[src/hdl/mtc_pkg.sv]
/*
 * Constants, register map and carrier types of the timer/counter block.
 * Assumes a 100 MHz clock that also stands in for the oscillator.
 */
package mtc_pkg;

    // ----------------------------------------
    // Timing
    // ----------------------------------------
    localparam int unsigned DIV_RATIO = 12; // Oscillator clocks per tick
    localparam logic [3:0] DIV_LAST = 4'(DIV_RATIO - 1);

    // ----------------------------------------
    // Register byte offsets
    // ----------------------------------------
    localparam logic [7:0] OFS_MODE = 8'h00;  // timer_mode_register
    localparam logic [7:0] OFS_CTRL = 8'h04;  // timer_control_register
    localparam logic [7:0] OFS_T0 = 8'h08;
    localparam logic [7:0] OFS_T1 = 8'h0c;
    localparam logic [7:0] OFS_T2CTL = 8'h10; // timer2_control_register
    localparam logic [7:0] OFS_T2CNT = 8'h14;
    localparam logic [7:0] OFS_CAP = 8'h18;
    localparam logic [7:0] OFS_STAT = 8'h1c;
    localparam logic [7:0] OFS_MASK = 8'h20;

    // ----------------------------------------
    // Field positions
    // ----------------------------------------
    localparam int MODE_T0_LSB = 0;  // Mode pair of timer 0
    localparam int MODE_T0_CS = 2;   // Counter select of timer 0
    localparam int MODE_T0_GATE = 3;
    localparam int MODE_T1_LSB = 4;
    localparam int MODE_T1_CS = 6;
    localparam int MODE_T1_GATE = 7;
    localparam int CTRL_RUN0 = 0;    // timer0_run_bit
    localparam int CTRL_RUN1 = 1;    // timer1_run_bit
    localparam int T2_CAPSEL = 0;    // capture_reload_select
    localparam int T2_SRC = 1;       // timer2_source_select
    localparam int T2_RUN = 2;       // timer2_run_bit
    localparam int T2_TRIGEN = 3;    // timer2_trigger_enable
    localparam int T2_RXBAUD = 4;    // receive baud select
    localparam int T2_TXBAUD = 5;    // transmit_baud_select
    localparam int ST_T0 = 0;        // timer0_overflow_flag
    localparam int ST_T1 = 1;        // timer1_overflow_flag
    localparam int ST_T2 = 2;        // timer2_overflow_flag
    localparam int ST_TRIG = 3;      // timer2_trigger_flag

    // ----------------------------------------
    // Modes and reset values
    // ----------------------------------------
    localparam logic [1:0] MODE_RELOAD = 2'h2;
    localparam logic [1:0] MODE_SPLIT = 2'h3;
    localparam logic [7:0] BYTE_MAX = 8'hff;
    localparam logic [15:0] WORD_MAX = 16'hffff;
    localparam logic [7:0] RST_BYTE = 8'h00;
    localparam logic [3:0] RST_NIB = 4'h0;

    // Sampled pin levels, one bit per pin
    typedef struct packed {
        logic t0_cnt;
        logic t1_cnt;
        logic t2_cnt;
        logic t2_trig;
    } mtc_pins_s;

    // Whole state of the block
    typedef struct packed {
        logic [7:0] mode;
        logic [1:0] run;
        logic [7:0] t0_low;
        logic [7:0] t0_high;
        logic [7:0] t1_low;
        logic [7:0] t1_high;
        logic [5:0] t2ctl;
        logic [15:0] t2_cnt;
        logic [15:0] cap;
        logic [3:0] stat;
        logic [3:0] mask;
        logic [3:0] div;
        mtc_pins_s prev;
        logic pready;
        logic pslverr;
        logic [31:0] prdata;
        logic irq;
        logic t1_baud;
        logic t2_baud;
    } mtc_state_s;

endpackage

[src/hdl/mtc_top.sv]
/*
 * Timer/counter block: timers 0 and 1 (auto-reload and split modes),
 * timer 2 (capture and baud-generator modes), APB register slave,
 * sticky status with mask and one interrupt line.
 * Assumes pins synchronous to REF_CLK_IN and a zero-wait APB master.
 */
`timescale 1ns/1ps

// How it works
// - Mode 2 low byte wraps, flags, reloads
// - Reload leaves the high byte untouched
// - Count only when run and gate allow
// - Tick is divide-by-12 or count pin
// - Timer 1 mode 3 freezes its count
// - Timer 0 mode 3 splits two bytes
// - Split low byte source from mode bit 2
// - Split high byte uses timer 1 run bit, flag
// - Split-mode timer 1 runs without run bit, flag
// - Timer 1 overflow drives baud output
// - Timer 2 source select and run bit
// - Capture mode wrap sets timer 2 flag
// - Trigger edge captures count, sets flag
// - Baud select gives reload, no flag
// - Baud mode trigger edge sets flag
// - Vector acknowledge clears timer 0/1 flags
module mtc_top (
    input wire logic REF_CLK_IN,
    input wire logic RST_B_IN,
    input wire logic PSEL_IN,
    input wire logic PENABLE_IN,
    input wire logic PWRITE_IN,
    input wire logic [7:0] PADDR_IN,
    input wire logic [31:0] PWDATA_IN,
    input wire logic TIMER0_COUNT_PIN_IN,
    input wire logic TIMER1_COUNT_PIN_IN,
    input wire logic TIMER2_COUNT_PIN_IN,
    input wire logic TIMER2_TRIGGER_PIN_IN,
    input wire logic EXTERNAL_INTERRUPT0_PIN_IN,
    input wire logic EXTERNAL_INTERRUPT1_PIN_IN,
    input wire logic TIMER0_VECTOR_IN,
    input wire logic TIMER1_VECTOR_IN,
    output logic PREADY_OUT,
    output logic PSLVERR_OUT,
    output logic [31:0] PRDATA_OUT,
    output logic IRQ_OUT,
    output logic TIMER1_BAUD_OUT,
    output logic TIMER2_BAUD_OUT
);

    // ----------------------------------------
    // Decoding helpers
    // ----------------------------------------

    // Address hits a mapped register
    function automatic logic addr_ok(input logic [7:0] a);
        addr_ok = (a == mtc_pkg::OFS_MODE) || (a == mtc_pkg::OFS_CTRL) ||
                  (a == mtc_pkg::OFS_T0) || (a == mtc_pkg::OFS_T1) ||
                  (a == mtc_pkg::OFS_T2CTL) ||
                  (a == mtc_pkg::OFS_T2CNT) ||
                  (a == mtc_pkg::OFS_CAP) || (a == mtc_pkg::OFS_STAT) ||
                  (a == mtc_pkg::OFS_MASK);
    endfunction

    // Read value of one register, unused bits zero
    function automatic logic [31:0] read_reg(
        input mtc_pkg::mtc_state_s s,
        input logic [7:0] a
    );
        read_reg = 32'h0000_0000;
        case (a)
            mtc_pkg::OFS_MODE: read_reg[7:0] = s.mode;
            mtc_pkg::OFS_CTRL: read_reg[1:0] = s.run;
            mtc_pkg::OFS_T0: read_reg[15:0] = {s.t0_high, s.t0_low};
            mtc_pkg::OFS_T1: read_reg[15:0] = {s.t1_high, s.t1_low};
            mtc_pkg::OFS_T2CTL: read_reg[5:0] = s.t2ctl;
            mtc_pkg::OFS_T2CNT: read_reg[15:0] = s.t2_cnt;
            mtc_pkg::OFS_CAP: read_reg[15:0] = s.cap;
            mtc_pkg::OFS_STAT: read_reg[3:0] = s.stat;
            mtc_pkg::OFS_MASK: read_reg[3:0] = s.mask;
            default: read_reg = 32'h0000_0000;
        endcase
    endfunction

    // ----------------------------------------
    // State
    // ----------------------------------------
    mtc_pkg::mtc_state_s st_r;
    mtc_pkg::mtc_state_s st_nxt;
    mtc_pkg::mtc_pins_s pins;
    mtc_pkg::mtc_pins_s fall;

    // Pin levels and their falling edges
    assign pins = '{t0_cnt: TIMER0_COUNT_PIN_IN,
                    t1_cnt: TIMER1_COUNT_PIN_IN,
                    t2_cnt: TIMER2_COUNT_PIN_IN,
                    t2_trig: TIMER2_TRIGGER_PIN_IN};
    assign fall = st_r.prev & ~pins;

    // ----------------------------------------
    // Next state
    // ----------------------------------------

    // Counting, flags and register access in one pass
    always_comb begin
        logic div_tick;
        logic [1:0] m0;
        logic [1:0] m1;
        logic split;
        logic tick0;
        logic tick1;
        logic tick2;
        logic en0;
        logic en1;
        logic baud;
        logic acc;
        logic wr;
        logic [3:0] set;
        logic [3:0] clr;
        div_tick = 1'b0;
        m0 = 2'h0;
        m1 = 2'h0;
        split = 1'b0;
        tick0 = 1'b0;
        tick1 = 1'b0;
        tick2 = 1'b0;
        en0 = 1'b0;
        en1 = 1'b0;
        baud = 1'b0;
        acc = 1'b0;
        wr = 1'b0;
        set = mtc_pkg::RST_NIB;
        clr = mtc_pkg::RST_NIB;
        st_nxt = st_r;
        st_nxt.prev = pins;
        st_nxt.t1_baud = 1'b0;
        st_nxt.t2_baud = 1'b0;

        // Prescaler: one tick every twelve clocks
        div_tick = (st_r.div == mtc_pkg::DIV_LAST);
        st_nxt.div = div_tick ? mtc_pkg::RST_NIB : st_r.div + 4'h1;

        m0 = st_r.mode[mtc_pkg::MODE_T0_LSB +: 2];
        m1 = st_r.mode[mtc_pkg::MODE_T1_LSB +: 2];
        split = (m0 == mtc_pkg::MODE_SPLIT);

        tick0 = st_r.mode[mtc_pkg::MODE_T0_CS] ? fall.t0_cnt : div_tick;
        tick1 = st_r.mode[mtc_pkg::MODE_T1_CS] ? fall.t1_cnt : div_tick;
        // run bit and gate with interrupt pin
        en0 = st_r.run[mtc_pkg::CTRL_RUN0] &&
              (!st_r.mode[mtc_pkg::MODE_T0_GATE] ||
               EXTERNAL_INTERRUPT0_PIN_IN);
        // run bit not used while timer 0 is split
        en1 = (split || st_r.run[mtc_pkg::CTRL_RUN1]) &&
              (!st_r.mode[mtc_pkg::MODE_T1_GATE] ||
               EXTERNAL_INTERRUPT1_PIN_IN);

        // Timer 0 low byte
        if (en0 && tick0) begin
            if (m0 == mtc_pkg::MODE_RELOAD) begin
                // high byte kept as reload value
                if (st_r.t0_low == mtc_pkg::BYTE_MAX) begin
                    st_nxt.t0_low = st_r.t0_high;
                    set[mtc_pkg::ST_T0] = 1'b1;
                end else begin
                    st_nxt.t0_low = st_r.t0_low + 8'h01;
                end
            end else if (split) begin
                // low byte as free 8-bit counter
                // source picked by mode bit 2
                st_nxt.t0_low = st_r.t0_low + 8'h01;
                if (st_r.t0_low == mtc_pkg::BYTE_MAX) begin
                    set[mtc_pkg::ST_T0] = 1'b1;
                end
            end
        end

        // split high byte on timer 1 run bit and flag
        if (split && st_r.run[mtc_pkg::CTRL_RUN1] && div_tick) begin
            st_nxt.t0_high = st_r.t0_high + 8'h01;
            if (st_r.t0_high == mtc_pkg::BYTE_MAX) begin
                set[mtc_pkg::ST_T1] = 1'b1;
            end
        end

        // Timer 1; mode 3 leaves the count frozen
        if (en1 && tick1 && (m1 == mtc_pkg::MODE_RELOAD)) begin
            if (st_r.t1_low == mtc_pkg::BYTE_MAX) begin
                // timer 1 reload from high byte
                st_nxt.t1_low = st_r.t1_high;
                // overflow pulse for the serial port
                st_nxt.t1_baud = 1'b1;
                // flag belongs to split high byte
                if (!split) begin
                    set[mtc_pkg::ST_T1] = 1'b1;
                end
            end else begin
                st_nxt.t1_low = st_r.t1_low + 8'h01;
            end
        end

        // timer 2 source and run bit
        tick2 = st_r.t2ctl[mtc_pkg::T2_SRC] ? fall.t2_cnt : div_tick;
        baud = st_r.t2ctl[mtc_pkg::T2_RXBAUD] ||
               st_r.t2ctl[mtc_pkg::T2_TXBAUD];
        if (st_r.t2ctl[mtc_pkg::T2_RUN] && tick2) begin
            if (baud) begin
                if (st_r.t2_cnt == mtc_pkg::WORD_MAX) begin
                    st_nxt.t2_cnt = st_r.cap;
                    st_nxt.t2_baud = 1'b1;
                end else begin
                    st_nxt.t2_cnt = st_r.t2_cnt + 16'h0001;
                end
            end else if (st_r.t2ctl[mtc_pkg::T2_CAPSEL]) begin
                // 16-bit up count, wrap sets flag
                st_nxt.t2_cnt = st_r.t2_cnt + 16'h0001;
                if (st_r.t2_cnt == mtc_pkg::WORD_MAX) begin
                    set[mtc_pkg::ST_T2] = 1'b1;
                end
            end
        end

        // Trigger pin falling edge
        if (st_r.t2ctl[mtc_pkg::T2_TRIGEN] && fall.t2_trig) begin
            if (baud) begin
                set[mtc_pkg::ST_TRIG] = 1'b1;
            end else if (st_r.t2ctl[mtc_pkg::T2_CAPSEL]) begin
                st_nxt.cap = st_r.t2_cnt;
                set[mtc_pkg::ST_TRIG] = 1'b1;
            end
        end

        // APB: one wait cycle, then answer
        acc = PSEL_IN && PENABLE_IN;
        if (acc && !st_r.pready) begin
            st_nxt.pready = 1'b1;
            // Read data only on reads, so it stands until the next read
            if (!PWRITE_IN) begin
                st_nxt.prdata = read_reg(st_r, PADDR_IN);
            end
            st_nxt.pslverr = !addr_ok(PADDR_IN);
        end else begin
            st_nxt.pready = 1'b0;
            st_nxt.pslverr = 1'b0;
        end
        wr = acc && st_r.pready && PWRITE_IN;

        // Register writes override counting
        if (wr) begin
            case (PADDR_IN)
                mtc_pkg::OFS_MODE: st_nxt.mode = PWDATA_IN[7:0];
                mtc_pkg::OFS_CTRL: st_nxt.run = PWDATA_IN[1:0];
                mtc_pkg::OFS_T0: begin
                    st_nxt.t0_low = PWDATA_IN[7:0];
                    st_nxt.t0_high = PWDATA_IN[15:8];
                end
                mtc_pkg::OFS_T1: begin
                    st_nxt.t1_low = PWDATA_IN[7:0];
                    st_nxt.t1_high = PWDATA_IN[15:8];
                end
                mtc_pkg::OFS_T2CTL: st_nxt.t2ctl = PWDATA_IN[5:0];
                mtc_pkg::OFS_T2CNT: st_nxt.t2_cnt = PWDATA_IN[15:0];
                mtc_pkg::OFS_CAP: st_nxt.cap = PWDATA_IN[15:0];
                mtc_pkg::OFS_STAT: clr = PWDATA_IN[3:0];
                mtc_pkg::OFS_MASK: st_nxt.mask = PWDATA_IN[3:0];
                default: clr = mtc_pkg::RST_NIB;
            endcase
        end

        // vector acknowledge clears timer 0/1 flags
        clr[mtc_pkg::ST_T0] = clr[mtc_pkg::ST_T0] | TIMER0_VECTOR_IN;
        clr[mtc_pkg::ST_T1] = clr[mtc_pkg::ST_T1] | TIMER1_VECTOR_IN;
        // timer 2 flags only cleared by software
        st_nxt.stat = (st_r.stat & ~clr) | set;

        // Interrupt level from unmasked sticky flags
        st_nxt.irq = |(st_nxt.stat & st_nxt.mask);
    end

    // ----------------------------------------
    // Registers
    // ----------------------------------------

    // State register with asynchronous reset
    always_ff @(posedge REF_CLK_IN or negedge RST_B_IN) begin
        if (!RST_B_IN) begin
            st_r <= '0;
            st_r.prev <= '1;
        end else begin
            st_r <= st_nxt;
        end
    end

    // Outputs straight from the state register
    assign PREADY_OUT = st_r.pready;
    assign PSLVERR_OUT = st_r.pslverr;
    assign PRDATA_OUT = st_r.prdata;
    assign IRQ_OUT = st_r.irq;
    assign TIMER1_BAUD_OUT = st_r.t1_baud;
    assign TIMER2_BAUD_OUT = st_r.t2_baud;

endmodule

[config.mk]
export PLATFORM = sky130hd
export DESIGN_NAME = mtc_top
export DESIGN_NICKNAME = d
export VERILOG_FILES = /design/src/hdl/mtc_pkg.sv /design/src/hdl/mtc_top.sv
export SDC_FILE = /design/constraint.sdc
export NUM_CORES = 1
export LEC_CHECK = 0
export BUFFER_PORTS_ARGS = -buffer_cell sky130_fd_sc_hd__buf_2
export CAP_MARGIN = 20
export CORE_MARGIN = 2
export CORE_UTILIZATION = 54
export DETAILED_ROUTE_END_ITERATION = 8
export PLACE_DENSITY = 0.72
export SYNTH_ARGS = -nofsm -noshare
export SYNTH_HDL_FRONTEND = slang
export SYNTH_SLANG_ARGS = --single-unit
[constraint.sdc]
create_clock -name REF_CLK_IN -period 2.6 [get_ports REF_CLK_IN]
set_input_delay 0.26 -clock REF_CLK_IN [delete_from_list [all_inputs] [get_ports REF_CLK_IN]]
set_output_delay 0.26 -clock REF_CLK_IN [all_outputs]
set_load 0.02 [all_outputs]
==> results of run 1 <==
logic make-up (layout without fill, tap and decap cells):
logic type,count (synthesis),in the layout
simple gates,291,291
buf+inv,85,128
other cells,1,16
flops,117,117
xor+xnor,15,15
fa+ha+maj,5,5
mux,62,62
compound gates,169,169
metal layers:
metal | vias to the layer above | share of wire | global-route usage
met5 | - | 0 | 0
met4 | 0 | 0.021 | 0.104
li1 | 2762 | - | -
met2 | 296 | 0.47 | 0.477
met1 | 3020 | 0.43 | 0.431
met3 | 38 | 0.079 | 0.0566
sequential cells by signal, summed over array words and instances, names as in the netlist:
name,flops
TIMER2_BAUD_OUT,1
st_r,96
PSLVERR_OUT,1
TIMER1_BAUD_OUT,1
PREADY_OUT,1
PRDATA_OUT,16
IRQ_OUT,1
report_power, final:
part           internal, µW  leakage [µW]  switching [µW]
clock                  1200      0.000243             799
combinational          74.4       0.00163             177
sequential             1850       0.00154            21.9
cell type report:
cell class / count / share of cell area
repair buffers: 88 / 0.0703
multi-input cells: 558 / 0.457
flip-flops and latches: 117 / 0.378
inverters: 8 / 0.00387
well taps: 172 / 0.0277
clock buffers: 25 / 0.0587
clock inverters: 7 / 0.00484
synthesized netlist by cell type (4+ instances only):
cell / number / area, µm²
sky130_fd_sc_hd__buf_2: 21 / 105
sky130_fd_sc_hd__a21oi_1: 35 / 175
sky130_fd_sc_hd__o21ai_1: 8 / 40.0
sky130_fd_sc_hd__dfrtp_1: 113 / 2830
sky130_fd_sc_hd__a21o_1: 5 / 37.5
sky130_fd_sc_hd__nor2b_1: 4 / 25.0
sky130_fd_sc_hd__a22o_1: 11 / 96.3
sky130_fd_sc_hd__ha_1: 5 / 62.6
sky130_fd_sc_hd__and2_1: 6 / 37.5
sky130_fd_sc_hd__o21ai_0: 27 / 135
sky130_fd_sc_hd__or3_1: 5 / 31.3
sky130_fd_sc_hd__xnor2_1: 8 / 70.1
sky130_fd_sc_hd__nand4_1: 20 / 125
sky130_fd_sc_hd__a31oi_1: 13 / 81.3
sky130_fd_sc_hd__nand2b_1: 7 / 43.8
sky130_fd_sc_hd__a222oi_1: 14 / 140
sky130_fd_sc_hd__dfstp_2: 4 / 105
sky130_fd_sc_hd__clkbuf_1: 17 / 63.8
sky130_fd_sc_hd__inv_1: 8 / 30.0
sky130_fd_sc_hd__a21boi_0: 4 / 30.0
sky130_fd_sc_hd__o31ai_1: 5 / 37.5
sky130_fd_sc_hd__nand2_1: 111 / 417
sky130_fd_sc_hd__nor4_1: 4 / 25.0
sky130_fd_sc_hd__nor3_1: 10 / 50.1
sky130_fd_sc_hd__and4_1: 4 / 35.0
sky130_fd_sc_hd__a211oi_1: 9 / 67.6
sky130_fd_sc_hd__nand3_1: 20 / 100
sky130_fd_sc_hd__mux2_2: 26 / 293
sky130_fd_sc_hd__a22oi_1: 7 / 52.6
sky130_fd_sc_hd__mux2i_1: 35 / 350
sky130_fd_sc_hd__xor2_1: 7 / 61.3
sky130_fd_sc_hd__nor2_1: 69 / 259
sky130_fd_sc_hd__and3_1: 7 / 43.8
sky130_fd_sc_hd__buf_4: 36 / 270
sky130_fd_sc_hd__a221oi_1: 4 / 35.0
how the worst max path moves through the flow:
| stage | from | end | slack (ps) | cells past startpoint |
|---|---|---|---|---|
| floorplan | st_r[41] | st_r[74] | 690 | 7 |
| global placement | st_r[69] | st_r[81] | 390 | 8 |
| detailed placement | st_r[69] | st_r[77] | 340 | 7 |
| CTS | st_r[69] | st_r[81] | 300 | 8 |
| global route | st_r[69] | st_r[80] | 150 | 7 |
| finish | st_r[71] | st_r[81] | 250 | 7 |
per-stage QoR:
stage | instance area, µm² | power [µW] | util
after floorplan | 6970 | 2050 | -
after global routing | 7760 | 4250 | 0.617
final | 7760 | 4130 | 0.617
after CTS | 7760 | 4140 | 0.617
after detailed placement | 7220 | 2150 | 0.574
after global placement | 7220 | 2140 | 0.574
placed cells by master, fill, tap and decap left out, types with 6 or more instances in the layout:
cell type | synthesis | layout
sky130_fd_sc_hd__a211oi_1 | 9 | 9
sky130_fd_sc_hd__a21oi_1 | 35 | 35
sky130_fd_sc_hd__a222oi_1 | 14 | 14
sky130_fd_sc_hd__a22o_1 | 11 | 11
sky130_fd_sc_hd__a22oi_1 | 7 | 7
sky130_fd_sc_hd__a31oi_1 | 13 | 13
sky130_fd_sc_hd__and2_1 | 6 | 6
sky130_fd_sc_hd__and3_1 | 7 | 7
sky130_fd_sc_hd__buf_2 | 21 | 56
sky130_fd_sc_hd__buf_4 | 36 | 26
sky130_fd_sc_hd__clkbuf_1 | 17 | 8
sky130_fd_sc_hd__clkbuf_16 | 0 | 17
sky130_fd_sc_hd__clkinv_2 | 0 | 6
sky130_fd_sc_hd__conb_1 | 1 | 16
sky130_fd_sc_hd__dfrtp_1 | 113 | 113
sky130_fd_sc_hd__inv_1 | 8 | 8
sky130_fd_sc_hd__mux2_2 | 26 | 26
sky130_fd_sc_hd__mux2i_1 | 35 | 35
sky130_fd_sc_hd__nand2_1 | 111 | 111
sky130_fd_sc_hd__nand2b_1 | 7 | 7
sky130_fd_sc_hd__nand3_1 | 20 | 20
sky130_fd_sc_hd__nand4_1 | 20 | 20
sky130_fd_sc_hd__nor2_1 | 69 | 69
sky130_fd_sc_hd__nor3_1 | 10 | 10
sky130_fd_sc_hd__o21ai_0 | 27 | 27
sky130_fd_sc_hd__o21ai_1 | 8 | 8
sky130_fd_sc_hd__xnor2_1 | 8 | 8
sky130_fd_sc_hd__xor2_1 | 7 | 7
critical path: cells and delay by family, from the launching register on:
kind,cells,cell delay (ps)
buffers and inverters,1,250
flip-flops,1,520
AO/OA/AOI/OAI,1,110
AND/OR/NAND/NOR,5,1390
==> results_dict.tcl, run 1 <==
set metrics [dict create \
    dp_slack_ps 335 \
    post_synth_inst_count 745 \
    post_drt_via_cell_ratio 6.27 \
    cts_tree "yes" \
    final_period_minus_worst_setup_slack_ps 2350 \
    grt_remaining_overflow 0 \
    fin_ws_ps 251 \
    num-nets-final 848 \
    tritoncts_buffers 17 \
    seq_area_frac_synth 0.424 \
    leakage_power_uw 0.00341 \
    crit_path_end_kind "flip-flop" \
    critical_path.max_fanout 7 \
    cts_root_buf "sky130_fd_sc_hd__clkbuf_16" \
    detailedRoute.firstPassIterationCount 7 \
    synthDistinctLibCells 73 \
    place.gp.congestion 0.970 \
    synth-main-ff-cell "sky130_fd_sc_hd__dfrtp_1" \
    hold_path.class "in -> reg" \
    numPlacedInstances 938 \
    rr_endpoint "st_r[81]" \
    cp-start-kind "flip-flop" \
    die_h_um 117 \
    largest_family_of_logic_cells_by_synthesized_area "simple AND/OR/NAND/NOR gates" \
    grt_antenna_before_repair 0 \
    initial_core_util 0.550 \
    design.core.area_mm2 0.0126 \
    rsz0062_at_grt "false" \
    detail_route.drc_violations 0 \
    fillCellCount 1071 \
    drive_above_1_share 0.197 \
    worst-endpoint-required_ps 2950 \
    io_pins 90 \
    crit_type "reg -> reg" \
    synth_simple_gate_area_share 0.211 \
    worstSkewPairLatency_ps 420 \
    clk_pin_slew_ps 50 \
    cpMaxStageDelayCell "sky130_fd_sc_hd__dfrtp_1" \
    totalWireLength_mm 20.0 \
    drt.antenna.violating_nets 0 \
    min_path_cells 2 \
    hold_buffers 5 \
    worst_reg2reg_setup_slack_ps 250 \
    drtIter0Drc 676 \
    worst_path_largest_cell_delay_ps 520 \
    number_of_cells_on_the_worst_reg_to_reg_path 7 \
    tightestPinTransition_ps 682 \
    antenna_cells_inserted 0 \
    port_buffers 57 \
    timing_hold_violations_final 0 \
    wl_per_cell_um 20.5 \
    final_cells 975 \
    relSlewSlack 0.545 \
    holdPathEnd "st_r[122]" \
    synth-xor-area-share 0.0190 \
    setup_total_negative_slack_ps 0 \
    critical_path.cell_chain "nand4_2 -> or3_4 -> nor4_4 -> buf_4 -> nand2_1 -> nand3_1 -> o21a_1" \
    tritoncts_num_sinks 117 \
    die_w_um 117 \
    detailed_place_hpwl_mm 14.5 \
    wire_length_of_the_first_global_routing_pass_mm 31.2 \
    synthMuxAreaShare 0.0963 \
    ys_warns 0 \
    synth.ff_latch_count 117 \
    maxSlewViolCount 0 \
    synth_fa_ha_area_frac 0.00905 \
    floorplan.die_area_mm2 0.0137 \
    synthArstFlopShare 1.00 \
    dr_total_vias 6116 \
    worstReg2RegStart "st_r[71]" \
    via_count_of_the_first_global_routing_pass 5661 \
    pin_count_of_the_biggest_net_entering_global_routing 56 \
    clock_tree.buffer_depth 2 \
    max_clock_freq_mhz 426 \
    rows 41 \
    resized_after_cts 0 \
    power_per_cell_area_mw_per_mm2 532 \
    worstHoldStart "PWDATA_IN[7]" \
    post_cts.repair.setup_buffers 0 \
    area.growth.synth_to_final_pct 12.3 \
    final.setup_skew_ps 5.91 \
    worstPathArrival_ps 2700 \
    final_setup_fails 0 \
    postSynthAreaPerCell_um2 9.28 \
    synth-compound-area-share 0.169 \
    timing.final.crit_share 0.903 \
    ctsHtreeMaxLevel 4 \
    sequential_cell_area_mm2 0.00293 \
    hold-worst-slack_ps 120 \
    synth_enable_flop_cells 0 \
    cap_violations 0 \
    run_status "completed" \
    gr-usage-all-layers 0.305 \
    multi_input_area_mm2 0.00354 \
    ir_worst_vdd_mv 0.381 \
    netlist_area_mm2 0.00691 \
]
Power figures use the tool's default switching activity.
==> inputs of run 2 (changes only) <==
- REMOVE_ABC_BUFFERS: default -> 1
==> results_dict.tcl, run 2 (synthesis gave the netlist of run 1 again) <==
set metrics [dict create \
    run_status "completed" \
    tritoncts_num_sinks 117 \
    timing_hold_violations_final 0 \
    tritoncts_buffers 17 \
    ctsHtreeMaxLevel 4 \
    detail_route.drc_violations 0 \
    crit_type "reg -> reg" \
    min_path_cells 3 \
    worst_path_largest_cell_delay_ps 530 \
    numPlacedInstances 938 \
    power_switching_uw 1030 \
    cts_tree "yes" \
    worstPathArrival_ps 2680 \
    critical_path.cell_chain "ha_1 -> nand2_1 -> or3_4 -> nor4_4 -> buf_4 -> nand2_1 -> nand3_1 -> o21a_1" \
    totalWireLength_mm 19.8 \
    drive_above_1_share 0.204 \
    p_total_uw 4380 \
    ir_worst_vdd_mv 0.401 \
    leakage_power_uw 0.00345 \
    pin_count_of_the_biggest_net_entering_global_routing 72 \
    setup_total_negative_slack_ps 0 \
    final_cells 975 \
    dr_total_vias 6075 \
    largest-register "st_r" \
    maxSlewViolCount 0 \
    area.growth.synth_to_final_pct 13.5 \
    power_per_cell_area_mw_per_mm2 559 \
    power.sequential.fraction 0.427 \
    number_of_cells_on_the_worst_reg_to_reg_path 8 \
    worstSkewPairLatency_ps 420 \
    antenna_cells_inserted 0 \
    largest_register_ff_count 96 \
    post_cts.repair.setup_buffers 0 \
    grt_antenna_before_repair 0 \
    io_pins 90 \
    rr_endpoint "st_r[81]" \
    clkPwrFrac 0.516 \
    crit_path_end_kind "flip-flop" \
    worst_reg2reg_setup_slack_ps 280 \
    post_drt_via_cell_ratio 6.23 \
    floorplan.die_area_mm2 0.0137 \
    rsz0062_at_grt "false" \
    net_switching_fraction_of_the_power 0.234 \
    grt_remaining_overflow 0 \
    timing.final.crit_share 0.892 \
    cp_num_buf_inv 1 \
    via_count_of_the_first_global_routing_pass 5656 \
    resized_after_cts 0 \
    initial_core_util 0.550 \
    holdPathEnd "st_r[91]" \
    hold_buffers 5 \
    final_common_cell "sky130_fd_sc_hd__dfrtp_1" \
    cpMaxStageDelayCell "sky130_fd_sc_hd__nor4_4" \
    worstHoldStart "PWDATA_IN[8]" \
    mostFrequentLayoutCells "sky130_fd_sc_hd__dfrtp_1 (113), sky130_fd_sc_hd__nand2_1 (111), sky130_fd_sc_hd__nor2_1 (69)" \
    crit_path_frequent_cell "sky130_fd_sc_hd__nand2_1" \
    fillCellCount 1037 \
    relSlewSlack 0.624 \
    final_setup_fails 0 \
    post-route-util 0.624 \
    drt.antenna.violating_nets 0 \
    die_w_um 117 \
    num-nets-final 848 \
    clock_tree.buffer_depth 2 \
    final_period_minus_worst_setup_slack_ps 2320 \
    wire_length_of_the_first_global_routing_pass_mm 30.9 \
    port_buffers 57 \
    design.core.area_mm2 0.0126 \
    max_clock_freq_mhz 431 \
    cts_root_buf "sky130_fd_sc_hd__clkbuf_16" \
    hold-worst-slack_ps 114 \
    tightestPinTransition_ps 560 \
    cap_violations 0 \
    worstReg2RegStart "st_r[70]" \
    wl_per_cell_um 20.3 \
    critical-path-top-delay-family "simple AND/OR/NAND/NOR gates" \
    place.gp.congestion 0.929 \
    cp-start-kind "flip-flop" \
    drtIter0Drc 647 \
    combPwrFrac 0.057 \
    die_h_um 117 \
    gr-usage-all-layers 0.301 \
    clk_pin_slew_ps 50 \
    final.setup_skew_ps 7.42 \
    detailed_place_hpwl_mm 14.4 \
    detailedRoute.firstPassIterationCount 6 \
    rows 41 \
    critical_path.max_fanout 7 \
    hold_path.class "in -> reg" \
    worst-endpoint-required_ps 2960 \
    p_int_uw 3360 \
]
-- run 2: tightest hold or removal path, delay by kind of cell --
| family | cells | cell delay, ps |
|---|---|---|
| and+or+nand+nor | 2 | 100 |
| buffers and inverters | 1 | 130 |
-- run 2: area by class of cell --
class	instances	area (µm²)	area share
multi-input cells	558	3540	0.452
repair buffers	88	546	0.0696
well taps	172	215	0.0274
clock buffers	24	502	0.0640
flip-flops and latches	117	2930	0.374
clock inverters	8	72.6	0.00925
inverters	8	30.0	0.00383
-- run 2: how the worst max path moves through the flow --
stage,to,cells past startpoint,slack [ps],startpoint
after CTS,st_r[81],8,330,st_r[70]
after global routing,st_r[77],7,60,st_r[70]
after global placement,st_r[81],8,400,st_r[69]
after floorplan,st_r[73],7,350,st_r[41]
after detailed placement,st_r[81],8,350,st_r[70]
final,st_r[81],8,280,st_r[70]
-- run 2: layer usage --
layer / global-route usage / wire length, µm
met1: 0.412 / 8580
met2: 0.465 / 9080
met4: 0.110 / 474
met3: 0.0747 / 1690
met5: 0 / 0
-- run 2: stage by stage --
stage / worst slack, ps / cell area (µm²)
3_3_place_gp: 400 / 7220
5_1_grt: 64.6 / 7840
6_report: 281 / 7840
3_5_place_dp: 348 / 7220
4_1_cts: 330 / 7840
2_1_floorplan: 346 / 6510
-- run 2: power by group through the flow --
stage	Sequential, µW	Combinational (µW)	Clock (µW)
floorplan	1920	73.9	0
global placement	1900	240	0
detailed placement	1900	242	0
CTS	1870	248	2270
global route	1870	273	2380
finish	1870	249	2260
